[src/sdram_pkg.sv]
/*
  shared constants for the sdram command link: command codes, mode
  register field positions, timing counts and burst constants.
  assumes a single 50 mhz core clock shared by both ends.
*/
package sdram_pkg;

  localparam int unsigned  CLK_MHZ        = 50;
  localparam int unsigned  TRP_NS         = 14;
  localparam int unsigned  TRP_CYC        =
    ((TRP_NS * CLK_MHZ + 999) / 1000 < 1) ? 1 :
    (TRP_NS * CLK_MHZ + 999) / 1000;

  localparam int unsigned  BANKS          = 8;
  localparam int unsigned  ROW_W          = 16;
  localparam int unsigned  DQ_W           = 8;

  // command encodings: {ras_n, cas_n, we_n}
  localparam logic [2:0]   CMD_NOP        = 3'h7;
  localparam logic [2:0]   CMD_ACT        = 3'h3;
  localparam logic [2:0]   CMD_READ       = 3'h5;
  localparam logic [2:0]   CMD_WRITE      = 3'h4;
  localparam logic [2:0]   CMD_PRE        = 3'h2;
  localparam logic [2:0]   CMD_MRS        = 3'h0;

  // mode register fields
  localparam int unsigned  MR2_ASR_BIT    = 6;
  localparam int unsigned  MR2_SRT_BIT    = 7;
  localparam int unsigned  MR3_MPR_BIT    = 2;
  localparam int unsigned  MR0_BL_LSB     = 0;
  localparam logic [1:0]   MR0_BL_OTF     = 2'h1;
  localparam logic [1:0]   MR0_BL_BC4     = 2'h2;
  localparam int unsigned  AP_BIT         = 10;
  localparam int unsigned  BC_BIT         = 12;
  localparam int unsigned  ALL_BANKS_BIT  = 10;

  localparam logic [1:0]   MPR_LOC_PATTERN = 2'h0;
  localparam logic [7:0]   MPR_PATTERN    = 8'haa;
  localparam logic [7:0]   MPR_RESERVED   = 8'h00;
  localparam logic [3:0]   BEATS_FULL     = 4'h8;
  localparam logic [3:0]   BEATS_CHOP     = 4'h4;

  // software register offsets on the plain port
  localparam logic [3:0]   REG_CMD        = 4'h0;
  localparam logic [3:0]   REG_STATUS     = 4'h4;
  localparam logic [3:0]   REG_RDATA      = 4'h8;

  // self-refresh rate choices
  localparam logic [1:0]   SR_NORMAL      = 2'h0;
  localparam logic [1:0]   SR_EXTENDED    = 2'h1;
  localparam logic [1:0]   SR_AUTO        = 2'h2;
  localparam logic [1:0]   SR_ILLEGAL     = 2'h3;

endpackage : sdram_pkg

[src/sdram_link_if.sv]
/*
  command/address and readout data link between controller and device.
  assumes both ends run on the same core_clk.
*/
interface sdram_link_if;
  logic [2:0]  cmd;
  logic [2:0]  ba;
  logic [15:0] addr;
  logic [7:0]  dq;
  logic        dq_valid;

  modport ctrl (output cmd, output ba, output addr,
                input dq, input dq_valid);
  modport dev  (input cmd, input ba, input addr,
                output dq, output dq_valid);
endinterface : sdram_link_if

[src/sdram_dev.sv]
/*
  device end: mode registers, self-refresh rate choice, readout mode
  bursts and bank row tracking.
  assumes the controller keeps its own command ordering and timing.
*/
// Added by the designer: the register offsets and the plain strobed port.
module sdram_dev
  import sdram_pkg::*;
(
  input  wire logic          core_clk,
  input  wire logic          rst,
  sdram_link_if.dev          link,
  output logic [1:0]         sr_rate_q,
  output logic               mpr_active_q,
  output logic [BANKS-1:0]   bank_open_q,
  output logic [BANKS-1:0]   bank_ready_q,
  output logic               array_rd_q,
  output logic               array_wr_q
);

  // ***************************
  // mode registers
  // ***************************
  logic [15:0]        mr0_q, mr0_d;
  logic [15:0]        mr2_q, mr2_d;
  logic [15:0]        mr3_q, mr3_d;
  logic [1:0]         sr_rate_d;
  logic               mpr_active_d;

  always_comb begin
    mr0_d = mr0_q;
    mr2_d = mr2_q;
    mr3_d = mr3_q;
    if (link.cmd == CMD_MRS) begin
      unique case (link.ba[1:0])
        2'h0: mr0_d = link.addr;
        2'h2: mr2_d = link.addr;
        2'h3: mr3_d = link.addr;
        default: ;
      endcase
    end
    unique case ({mr2_d[MR2_ASR_BIT], mr2_d[MR2_SRT_BIT]})
      2'b00: sr_rate_d = SR_NORMAL;
      2'b01: sr_rate_d = SR_EXTENDED;
      2'b10: sr_rate_d = SR_AUTO;
      default: sr_rate_d = SR_ILLEGAL;
    endcase
    mpr_active_d = mr3_d[MR3_MPR_BIT];
  end

  always_ff @(posedge core_clk) begin
    if (rst) begin
      mr0_q        <= 16'h0000;
      mr2_q        <= 16'h0000;
      mr3_q        <= 16'h0000;
      sr_rate_q    <= SR_NORMAL;
      mpr_active_q <= 1'b0;
    end else begin
      mr0_q        <= mr0_d;
      mr2_q        <= mr2_d;
      mr3_q        <= mr3_d;
      sr_rate_q    <= sr_rate_d;
      mpr_active_q <= mpr_active_d;
    end
  end

  // ***************************
  // bank rows
  // ***************************
  logic [BANKS-1:0]   bank_open_d;
  logic [BANKS-1:0]   bank_ready_d;
  logic [ROW_W-1:0]   row_q [BANKS];
  logic [ROW_W-1:0]   row_d [BANKS];
  logic [3:0]         trp_cnt_q [BANKS];
  logic [3:0]         trp_cnt_d [BANKS];
  logic               rw_cmd;

  assign rw_cmd = (link.cmd == CMD_READ) || (link.cmd == CMD_WRITE);

  always_comb begin
    bank_open_d  = bank_open_q;
    bank_ready_d = bank_ready_q;
    for (int b = 0; b < BANKS; b++) begin
      row_d[b]     = row_q[b];
      trp_cnt_d[b] = trp_cnt_q[b];
      if (trp_cnt_q[b] != 4'h0) begin
        trp_cnt_d[b] = trp_cnt_q[b] - 4'h1;
        if (trp_cnt_q[b] == 4'h1)
          bank_ready_d[b] = 1'b1;
      end
      if (link.cmd == CMD_ACT && link.ba == 3'(b) && bank_ready_q[b]
          && !bank_open_q[b]) begin
        bank_open_d[b] = 1'b1;
        row_d[b]       = link.addr;
      end
      if (link.cmd == CMD_PRE &&
          (link.addr[ALL_BANKS_BIT] || link.ba == 3'(b))) begin
        bank_open_d[b]  = 1'b0;
        bank_ready_d[b] = 1'b0;
        trp_cnt_d[b]    = 4'(TRP_CYC);
      end
      if (rw_cmd && !mpr_active_q && link.ba == 3'(b) &&
          link.addr[AP_BIT] && bank_open_q[b]) begin
        bank_open_d[b]  = 1'b0;
        bank_ready_d[b] = 1'b0;
        trp_cnt_d[b]    = 4'(TRP_CYC);
      end
    end
  end

  always_ff @(posedge core_clk) begin
    if (rst) begin
      bank_open_q  <= '0;
      bank_ready_q <= '1;
      for (int b = 0; b < BANKS; b++) begin
        row_q[b]     <= 16'h0000;
        trp_cnt_q[b] <= 4'h0;
      end
    end else begin
      bank_open_q  <= bank_open_d;
      bank_ready_q <= bank_ready_d;
      for (int b = 0; b < BANKS; b++) begin
        row_q[b]     <= row_d[b];
        trp_cnt_q[b] <= trp_cnt_d[b];
      end
    end
  end

  // ***************************
  // array access and readout bursts
  // ***************************
  logic               array_rd_d;
  logic               array_wr_d;
  logic [7:0]         shift_q, shift_d;
  logic [3:0]         beats_q, beats_d;
  logic [7:0]         dq_q, dq_d;
  logic               dqv_q, dqv_d;
  logic [7:0]         loc;
  logic               chop;

  always_comb begin
    loc  = (mr3_q[1:0] == MPR_LOC_PATTERN) ? MPR_PATTERN
                                           : MPR_RESERVED;
    // chop from fixed mode or, if on the fly, the chop address bit
    chop = (mr0_q[1:0] == MR0_BL_BC4) ||
           (mr0_q[1:0] == MR0_BL_OTF && !link.addr[BC_BIT]);
    array_rd_d = 1'b0;
    array_wr_d = 1'b0;
    shift_d    = shift_q;
    beats_d    = beats_q;
    dq_d       = 8'h00;
    dqv_d      = 1'b0;
    if (beats_q != 4'h0) begin
      dq_d    = {8{shift_q[0]}};
      dqv_d   = 1'b1;
      shift_d = {1'b0, shift_q[7:1]};
      beats_d = beats_q - 4'h1;
    end
    if (rw_cmd && !mpr_active_q && bank_open_q[link.ba]) begin
      array_rd_d = (link.cmd == CMD_READ);
      array_wr_d = (link.cmd == CMD_WRITE);
    end
    if (link.cmd == CMD_READ && mpr_active_q) begin
      // bank and upper column bits play no part here
      if (chop && link.addr[2]) begin
        shift_d = {4'h0, loc[7:4]};
        beats_d = BEATS_CHOP;
      end else if (chop) begin
        shift_d = loc;
        beats_d = BEATS_CHOP;
      end else begin
        shift_d = loc;
        beats_d = BEATS_FULL;
      end
    end
  end

  always_ff @(posedge core_clk) begin
    if (rst) begin
      array_rd_q <= 1'b0;
      array_wr_q <= 1'b0;
      shift_q    <= 8'h00;
      beats_q    <= 4'h0;
      dq_q       <= 8'h00;
      dqv_q      <= 1'b0;
    end else begin
      array_rd_q <= array_rd_d;
      array_wr_q <= array_wr_d;
      shift_q    <= shift_d;
      beats_q    <= beats_d;
      dq_q       <= dq_d;
      dqv_q      <= dqv_d;
    end
  end

  assign link.dq       = dq_q;
  assign link.dq_valid = dqv_q;

endmodule : sdram_dev

[src/flat_wrapper.sv]
// flat-port wrapper written by rule: the top's interface ports become plain ports
module sdram_dev_flat import sdram_pkg::*;
  (core_clk, rst, sr_rate_q, mpr_active_q, bank_open_q, bank_ready_q, array_rd_q, array_wr_q, link_cmd, link_ba, link_addr, link_dq, link_dq_valid);
  sdram_link_if link_i ();
  input  wire logic core_clk;
  input  wire logic rst;
  output logic [1:0] sr_rate_q;
  output logic mpr_active_q;
  output logic [BANKS-1:0] bank_open_q;
  output logic [BANKS-1:0] bank_ready_q;
  output logic array_rd_q;
  output logic array_wr_q;
  input wire logic [$bits(link_i.cmd)-1:0] link_cmd;
  input wire logic [$bits(link_i.ba)-1:0] link_ba;
  input wire logic [$bits(link_i.addr)-1:0] link_addr;
  output wire logic [$bits(link_i.dq)-1:0] link_dq;
  output wire logic [$bits(link_i.dq_valid)-1:0] link_dq_valid;
  assign link_i.cmd = link_cmd;
  assign link_i.ba = link_ba;
  assign link_i.addr = link_addr;
  assign link_dq = link_i.dq;
  assign link_dq_valid = link_i.dq_valid;
  sdram_dev u_core (.core_clk(core_clk), .rst(rst), .link(link_i), .sr_rate_q(sr_rate_q), .mpr_active_q(mpr_active_q), .bank_open_q(bank_open_q), .bank_ready_q(bank_ready_q), .array_rd_q(array_rd_q), .array_wr_q(array_wr_q));
endmodule
[config.mk]
export PLATFORM = sky130hd
export DESIGN_NAME = sdram_dev_flat
export DESIGN_NICKNAME = d
export VERILOG_FILES = /design/src/sdram_pkg.sv /design/src/sdram_link_if.sv /design/src/sdram_dev.sv /design/src/flat_wrapper.sv
export SDC_FILE = /design/constraint.sdc
export NUM_CORES = 1
export LEC_CHECK = 0
export BUFFER_PORTS_ARGS = -buffer_cell sky130_fd_sc_hd__buf_2
export CAP_MARGIN = 5
export CORE_ASPECT_RATIO = 1.25
export CORE_MARGIN = 1
export CORE_UTILIZATION = 31
export CTS_CLUSTER_SIZE = 12
export DETAILED_ROUTE_END_ITERATION = 8
export PLACE_DENSITY = 0.54
export SLEW_MARGIN = 20
export SYNTH_ARGS = -nofsm -noshare
export SYNTH_HDL_FRONTEND = slang
export SYNTH_SLANG_ARGS = --single-unit
[constraint.sdc]
create_clock -name core_clk -period 3.9 [get_ports core_clk]
set_input_delay 0.195 -clock core_clk [delete_from_list [all_inputs] [get_ports core_clk]]
set_output_delay 0.195 -clock core_clk [all_outputs]
set_load 0.02 [all_outputs]
## Word-level counts from Yosys, hierarchy flattened

Memory sizes are Yosys's and may differ from the RTL's.
Cells that the tools add are included.
W data, S select, Z words.

| cells by class | value |
|---|---|
| $add $sub $neg | 9 |
| magnitude comparators | 1 |
| eq/ne operators | 25 |
| mux-type cells | 81 |
| bitwise gates (word level) | 10 |
| reduce and logical (&&, ||, !) cells | 133 |

Operator list:

| kind | count |
|---|---|
| $mux W4 | 36 |
| $logic_and A1 B1 Y1 | 61 |
| $mux W8 | 6 |
| $reduce_bool A3 Y1 | 16 |
| $mux W1 | 37 |
| $reduce_bool A4 Y1 | 9 |
| $sub A4 B1 Y4 const B | 9 |
| $eq A4 B1 Y1 const B | 8 |
| $reduce_or A3 Y1 | 8 |
| $reduce_and A2 Y1 | 11 |
| $eq A3 B3 Y1 const B | 6 |
| $eq A3 B2 Y1 const B | 4 |
| $logic_not A1 Y1 | 10 |
| $logic_or A1 B1 Y1 | 10 |
| $eq A2 B2 Y1 const B | 4 |
| $or A1 B1 Y1 | 8 |
| $logic_not A2 Y1 | 3 |
| $logic_not A3 Y1 | 2 |
| $pmux W2 S3 | 1 |
| $eq A2 B1 Y1 const B | 2 |
| $lt A3 B4 Y1 const B | 1 |
| $reduce_or A2 Y1 | 2 |
| $bmux W1 S3 | 1 |
| $eq A3 B1 Y1 const B | 1 |
| 2 further kinds | 3 |

| word-level totals | value |
|---|---|
| register bits after elaboration | 47 |
| RAM bits | 32 |
| output and inout port bits | 30 |
| word-level logic and storage cells | 288 |
| memories kept | 1 |

Memories:

| name | words | width | rd ports | clocked after memory_dff | write ports | RTL line | RTL |
|---|---|---|---|---|---|---|---|
| u_core.trp_cnt_q | 8 | 4 | 8 | 0 | 8 | sdram_dev.sv:74 | `logic [3:0] trp_cnt_q [BANKS];` |

## Depth between registers and ports, before layout

Gate-level depths: netlist of the first run.

| logic depth | value |
|---|---|
| depth in word-level cells | 8 |
| depth in mapped cells | 6 |

## Worst setup path before layout of the first run

Ideal clock, no wire load.

| timing | value |
|---|---|
| kind | flip-flop to flip-flop |
| from | register u_core.mpr_active_q |
| to | register u_core.bank_ready_q[0] |
| arrival time | 1.475 ns |
| slack | 2.310 ns |
| cell stages (with the launch flop) | 6 |
| period minus slack after synthesis | 1.590 ns |
| cells stage by stage | dfxtp_1 -> and4bb_1 -> buf_6 -> a21oi_2 -> or4_4 -> a31o_1 |

| between the ends | value |
|---|---|
| cells in the longest elaborated chain, start to end | 7 |
| elaborated cells between the ends (all ways) | 9 |
| classes of those cells | mux (1); reduce/logical (8) |

RTL lines:

| item | RTL line | RTL |
|---|---|---|
| start: declaration | sdram_dev.sv:14 | `output logic mpr_active_q,` |
| start signal: assignment | sdram_dev.sv:63 | `mpr_active_q <= mpr_active_d;` |
| $logic_not A1 Y1 * | sdram_dev.sv:102 | `if (rw_cmd && !mpr_active_q && link.ba == 3'(b) &&` |
| $logic_and A1 B1 Y1 * (3 in a row) | sdram_dev.sv:102 |  |
| $logic_and A1 B1 Y1 * | sdram_dev.sv:103 | `link.addr[AP_BIT] && bank_open_q[b]) begin` |
| $reduce_bool A3 Y1 (no line) | -- |  |
| $reduce_and A2 Y1 (no line) | -- |  |
| end signal: assignment | sdram_dev.sv:121 | `bank_ready_q <= bank_ready_d;` |
| end: declaration | sdram_dev.sv:16 | `output logic [BANKS-1:0] bank_ready_q,` |

Mark *: on every way between the ends. The rest lies on a longest branch, timed or not.
A chain may end at the register's enable or synchronous reset.

## Worst setup path in the final report of the first run

| timing | value |
|---|---|
| from | register u_core.mpr_active_q |
| to | register u_core.bank_open_q[0] |

| between the ends | value |
|---|---|
| cells in the longest elaborated chain, start to end | 6 |

RTL lines:

| item | RTL line | RTL |
|---|---|---|
| $logic_not A1 Y1 | sdram_dev.sv:102 |  |
| $logic_and A1 B1 Y1 (3 in a row) | sdram_dev.sv:102 |  |
| $logic_and A1 B1 Y1 | sdram_dev.sv:103 |  |
| $reduce_or A3 Y1 (no line) | -- |  |
| end signal: assignment | sdram_dev.sv:120 | `bank_open_q <= bank_open_d;` |
| end: declaration | sdram_dev.sv:15 | `output logic [BANKS-1:0] bank_open_q,` |

No other way between the ends.

==> results by group, run 1 <==
Drt
  – Mean routed wirelength per cell: 13.54 um
  – Drt first pass iters: 4
  – Starting DRT DRC Count: 133
  – ANT nets after route: 0
  – Final wirelength: ~7700 um
  – Routed vias: 2880
  – DRC viols: 0
  – Routed vias/inst: 5.035

Global routing
  – GR Util All Layers: approximately 14%
  – Pin count of the biggest net entering global routing: 28
  – Vias in the first global route: 2802
  – Antenna violations before repair: 0
  – First-pass GRT wire length: 13090 um
  – GRT overflow: 0

Die
  – I/O pin cnt: 54
  – Rows: 42
  – Die ar.: 11620 um2
  – Core area: 10720 um2
  – Starting Density: about a third
  – Die height: 120.3 um
  – Die width: 96.63 um

Clocking
  – H-tree depth: 3
  – CTS max path bufs: 2
  – Cts bufs inserted: 9
  – Resized cells post-CTS: 0
  – Setup Fix Bufs, Post-CTS: 0
  – Clock Latency Late Sink: ~0.34 ns
  – Clk sinks: slightly above 70
  – Clock root buffer: clkbuf_16
  – Clock transition at the registers of the reported paths: about 0.06 ns
  – TritonCTS clock tree: built
  – CTS hold repair buffers: 0

Timing
  – Final Hold Viols: 0
  – F_max: about 520 MHz
  – RSZ-0062 raised after global routing: false
  – Final WS setup: 1.978 ns
  – # setup viols final: 0
  – Tightest Pin Transition: 0.8091 ns
  – Fin crit share: 49.29%
  – Max-slew violations: 0
  – Post-Route Setup TNS: 0 ns
  – Slew HR: 45.33%
  – Crit path time final: 1.922 ns
  – Worst clock skew: 0.004890 ns

Placement
  – Setup WS pre-CTS: 1.945 ns
  – # port buffers: 44
  – Final GP Congestion: 0.7160
  – Final HPWL DP: 5594 um
  – Dpl cells: 556

Setup path
  – Crit. End Element: flip-flop
  – R2r setup slk: 1.98 ns
  – R2R cell count: 4
  – Crit Path Max Fanout: 10
  – Crit path launch type: flip-flop
  – Reg-to-reg critical path endpoint: u_core.bank_open_q[0]
  – Worst Setup Path Type: reg2reg
  – Critical R2R Launch: u_core.mpr_active_q
  – CP arrival: 2.12 ns
  – Req. time, crit path: around 4 ns

Power
  – Leak pwr: 1.641 nW
  – Worst VDD drop: about 0.28 mV
  – Pwr Total: 2.824 mW
  – PD cells: about 700 nW/um2

Yosys
  – Yosys warnings: 0
  – Mapped Area: between 3000 and 4000 um2
  – Avg Cell Area, Syn: 8.652 um2
  – Syn nets: about 440
  – Post-synth EDFFs: 0
  – Synthesized instance count: 401
  – Post-synth top cells: dfxtp_1 (72), nor2_1 (59), nand2_1 (36)
  – Most common cell in the netlist: dfxtp_1
  – Top-area cell type share of the netlist area: 41.54%
  – Asr flop ratio synth: 0%
  – #FFs+latches synth: between 70 and 80
  – Ys flop type: dfxtp_1
  – Post-synth cell types: 50
  – Seq/Total Area, Yosys: 41.54%
  – Synth area leader: dfxtp_1
  – Leading post-synthesis cells by cell area: dfxtp_1 (42%), ha_1 (6.5%), nor2_1 (6.4%)

Run status
  – Status: finished, final reports clean

Final layout
  – Post-layout nets: 477
  – N_diodes: 0
  – Layout cells sized above 1: about a fifth
  – Area grow syn2layout: 16.41%
  – Final std cells w/o fill: 572

Min path
  – Hold_sp: link_addr[1]
  – Hold Path Stages: 3
  – Worst Hold Path EP: u_core.mr3_q[1]
  – Worst hold path class: in2reg

Flow run
  – Max-Cap Viols: 0
[power by group]
group,internal (mW),switching [mW]
clock,0.527,0.315
sequential,0.907,0.145
combinational,0.412,0.517
[state kept, by name, summed over array words and instances, names as in the netlist]
register,count
u_core.bank_ready_q,8
u_core.link.dq_valid,1
u_core.array_wr_q,1
u_core.trp_cnt_q,32
u_core.bank_open_q,8
u_core.mpr_active_q,1
u_core.sr_rate_q,1
u_core.link.dq,1
u_core.beats_q,4
u_core.mr2_q,2
u_core.shift_q,8
u_core.mr3_q,2
u_core.mr0_q,2
u_core.array_rd_q,1
[critical path, stage by stage (launching register included)]
cell and delay (ns):
dfxtp_1 0.36, and4bb_1 0.54, a21oi_2 0.11, o41ai_1 0.65, nor2_1 0.12
[area by class of cell]
class / count / area, um2
timing repair buffer: 46 / 235.2
fill: 1130 / 6681
sequential: 72 / 1441
inverter: 22 / 82.58
clock inverter: 5 / 55.05
multi-input combinational: 284 / 1807
tap: 132 / 165.2
clock buffer: 11 / 252.7
[per-layer routing]
metal  wire, um  part of all wire (%)  global-route usage (%)  vias up
li1           -                     -                       -     1461
met1       3595                    46                   16.56     1353
met2       3669                    47                   23.59       56
met3        324                   4.2                   3.642       10
met4        155                   2.0                   7.556        0
met5          0                     0                       0        -
[worst max-delay path by stage]
stage                                         to                 from  slack [ns]
after global routing       u_core.bank_open_q[0]  u_core.mpr_active_q        1.80
after global placement    u_core.trp_cnt_q[0][1]          link_cmd[2]        1.93
final                      u_core.bank_open_q[0]  u_core.mpr_active_q        1.98
after detailed placement  u_core.trp_cnt_q[0][3]          link_cmd[2]        1.94
after floorplan           u_core.bank_ready_q[0]  u_core.mpr_active_q        2.31
after CTS                  u_core.bank_open_q[0]  u_core.mpr_active_q        1.98
[kinds of logic after synthesis]
kind of cell	count (synthesis)	synth area share, %
and+or+nand+nor	149	20.66
AOI/OAI and AO/OA	87	16.37
DFF	72	41.54
buffers and inverters	45	6.383
muxes	20	6.022
adders and majority gates	18	6.491
xor gates and xnor gates	10	2.525
[metrics by stage]
| step | area, um2 | hold WS (ns) | util [%] |
|---|---|---|---|
| 4_1_cts | 4039 | 0.1108 | 37.68 |
| 5_1_grt | 4039 | 0.1283 | 37.68 |
| 2_1_floorplan | 3470 | 0.3418 | - |
| 6_report | 4039 | 0.1136 | 37.68 |
| 3_5_place_dp | 3731 | 0.4445 | 34.80 |
| 3_3_place_gp | 3731 | 0.4395 | 34.80 |
[placed cells by master, fill, tap and decap left out, drive strengths merged, types with 6 or more instances in the layout]
cell,count
a31oi,13
ha,18
a211oi,14
nand3,13
nor3,14
xnor2,9
o21ai,7
nor2,59
clkbuf,11
dfxtp,72
mux2,7
a31o,6
mux2i,13
inv,22
nand2,36
buf,46
a21oi,27
Power figures use the tool's default switching activity.
==> run 2, diff against run 1 <==
PLACE_DENSITY = 0.56   (was 0.54)
clock period = 1.6 ns   (was 3.9 ns; I/O delays follow)
==> run 2 against run 1 <==
Non-clock buffer count up 22. Clock skew increased by 0.0048 ns. Fmax up 27%. Design area is 4.6% higher. Combinational power rose by 150%. Clock power grew 140%. Via count rose by 0.83%. Power up 150%. Die area stayed put. Utilization up 1.7 points. Cell count is 3.7% higher. Critical endpoint is now u_core.bank_ready_q[2]. Largest power group unchanged.
==> results by group, run 2 (same netlist as run 1, synthesis figures left out) <==
Run status
  – Status: finished, final reports clean

Drt
  – ANT nets after route: 0
  – DRC viols: 0
  – Drt first pass iters: 4
  – Starting DRT DRC Count: 110
  – Routed vias/inst: 4.897
  – Routed vias: 2904
  – Mean routed wirelength per cell: 12.66 um
  – Final wirelength: 7507 um

Timing
  – F_max: between 600 and 700 MHz
  – Crit path time final: approximately 1.5 ns
  – # setup viols final: 0
  – Fin crit share: ~95%
  – Post-Route Setup TNS: 0 ns
  – Slew HR: 74.61%
  – Final WS setup: between 0.08 and 0.09 ns
  – Max-slew violations: 0
  – WHS: 0.02807 ns
  – Worst clock skew: 0.009649 ns
  – Final Hold Viols: 0
  – Tightest Pin Transition: 0.3800 ns

Final layout
  – N_diodes: 0
  – Reg with most FFs: u_core.trp_cnt_q
  – Finished Cell Area: about 4200 um2
  – Post-layout nets: approximately 500
  – Fin util: 39.39%
  – Layout cells sized above 1: 21.48%
  – Commonest non-fill, non-tap cells in the layout: dfxtp_1 (72), nor2_1 (59), buf_2 (44)
  – Max reg flops: 32
  – Most common cell after layout, fill and taps aside: dfxtp_1
  – Final std cells w/o fill: slightly below 600
  – Area grow syn2layout: 21.71%

Clocking
  – Clock Latency Late Sink: ~0.34 ns
  – Clock transition at the registers of the reported paths: 0.06 ns
  – Cts bufs inserted: 9
  – TritonCTS clock tree: built
  – CTS max path bufs: 2
  – Clk sinks: 72
  – Clock root buffer: clkbuf_16
  – Setup Fix Bufs, Post-CTS: 0
  – H-tree depth: 3

Setup path
  – Crit Path Max Fanout: 8
  – Crit. End Element: flip-flop
  – Worst Setup Path Type: reg2reg
  – Crit path launch type: flip-flop
  – Critical R2R Launch: u_core.mpr_active_q
  – R2r setup slk: 0.08 ns
  – CP arrival: roughly 1.8 ns
  – Critical Path Source: u_core.mpr_active_q
  – R2R cell count: 5
  – Reg-to-reg critical path endpoint: u_core.bank_ready_q[2]
  – Req. time, crit path: 1.83 ns

Global routing
  – GR Util All Layers: a little over an eighth
  – First-pass GRT wire length: 12590 um
  – Pin count of the biggest net entering global routing: 24
  – Antenna violations before repair: 0
  – GRT overflow: 0
  – Vias in the first global route: between 2000 and 3000

Power
  – PD cells: approximately 1600 nW/um2
  – Pwr Total: 6.922 mW
  – Leak pwr: 1.753 nW
  – Worst VDD drop: about 0.56 mV

Placement
  – Final GP Congestion: 0.7415
  – Placed Area: 3886 um2
  – # port buffers: 44
  – Final HPWL DP: 5640 um
  – Setup WS pre-CTS: 0.1196 ns
  – Dpl cells: around 580

Min path
  – Hold_sp: link_addr[6]
  – Hold Path Stages: 3
  – Worst Hold Path EP: u_core.mr2_q[6]
  – Worst hold path class: in2reg

Flow run
  – Max-Cap Viols: 0

Die
  – Die width: around 97 um
  – Die height: between 100 and 150 um
  – Starting Density: 32.36%
  – Core area: 10720 um2
  – Rows: between 40 and 50
  – I/O pin cnt: 54
  – Die ar.: 11620 um2
==> run 2: critical path, stage by stage (launching register included) <==
cell	delay [ns]
dfxtp_1	0.33
and4bb_1	0.33
buf_4	0.19
a21oi_1	0.08
or2_1	0.25
a31o_2	0.23
==> run 2: final cells by class <==
class | count | area (um2)
Fill cell | 1063 | 6497
Clock inverter | 4 | 70.07
Timing Repair Buffer | 68 | 420.4
Clock buffer | 11 | 232.7
Multi-Input combinational cell | 284 | 1810
Tap cell | 132 | 165.2
Sequential cell | 72 | 1441
Inverter | 22 | 82.58
==> run 2: worst max path at each step <==
stage                               to  slack, ns  depth (start not counted)
2_1_floorplan   u_core.bank_ready_q[0]       0.01                          5
3_3_place_gp    u_core.bank_ready_q[2]       0.11                          5
3_5_place_dp    u_core.bank_ready_q[2]       0.12                          5
4_1_cts        u_core.trp_cnt_q[0][29]       0.09                          6
5_1_grt        u_core.trp_cnt_q[0][25]      -0.02                          6
6_report        u_core.bank_ready_q[2]       0.08                          5
==> run 2: power breakdown <==
part	switching [mW]	total [mW]	internal, mW
logic	1.25	2.29	1.04
clock network	0.715	2.06	1.35
registers	0.351	2.56	2.21
total	2.32	6.92	4.61
==> run 2: timing repair <==
action / CTS / global route
resized for setup: 0 / 1
hold endpoints to repair: 3 / 0
hold buffers: 3 / 0
setup endpoints to repair: 0 / 1
==> run 2: metal layers <==
| layer | part of all wire (%) | GRT usage, % | vias to the layer above |
|---|---|---|---|
| met5 | 0 | 0 | - |
| met1 | 49 | 17.06 | 1318 |
| met3 | 3.4 | 2.717 | 15 |
| li1 | - | - | 1506 |
| met2 | 45 | 21.70 | 65 |
| met4 | 2.6 | 8.396 | 0 |
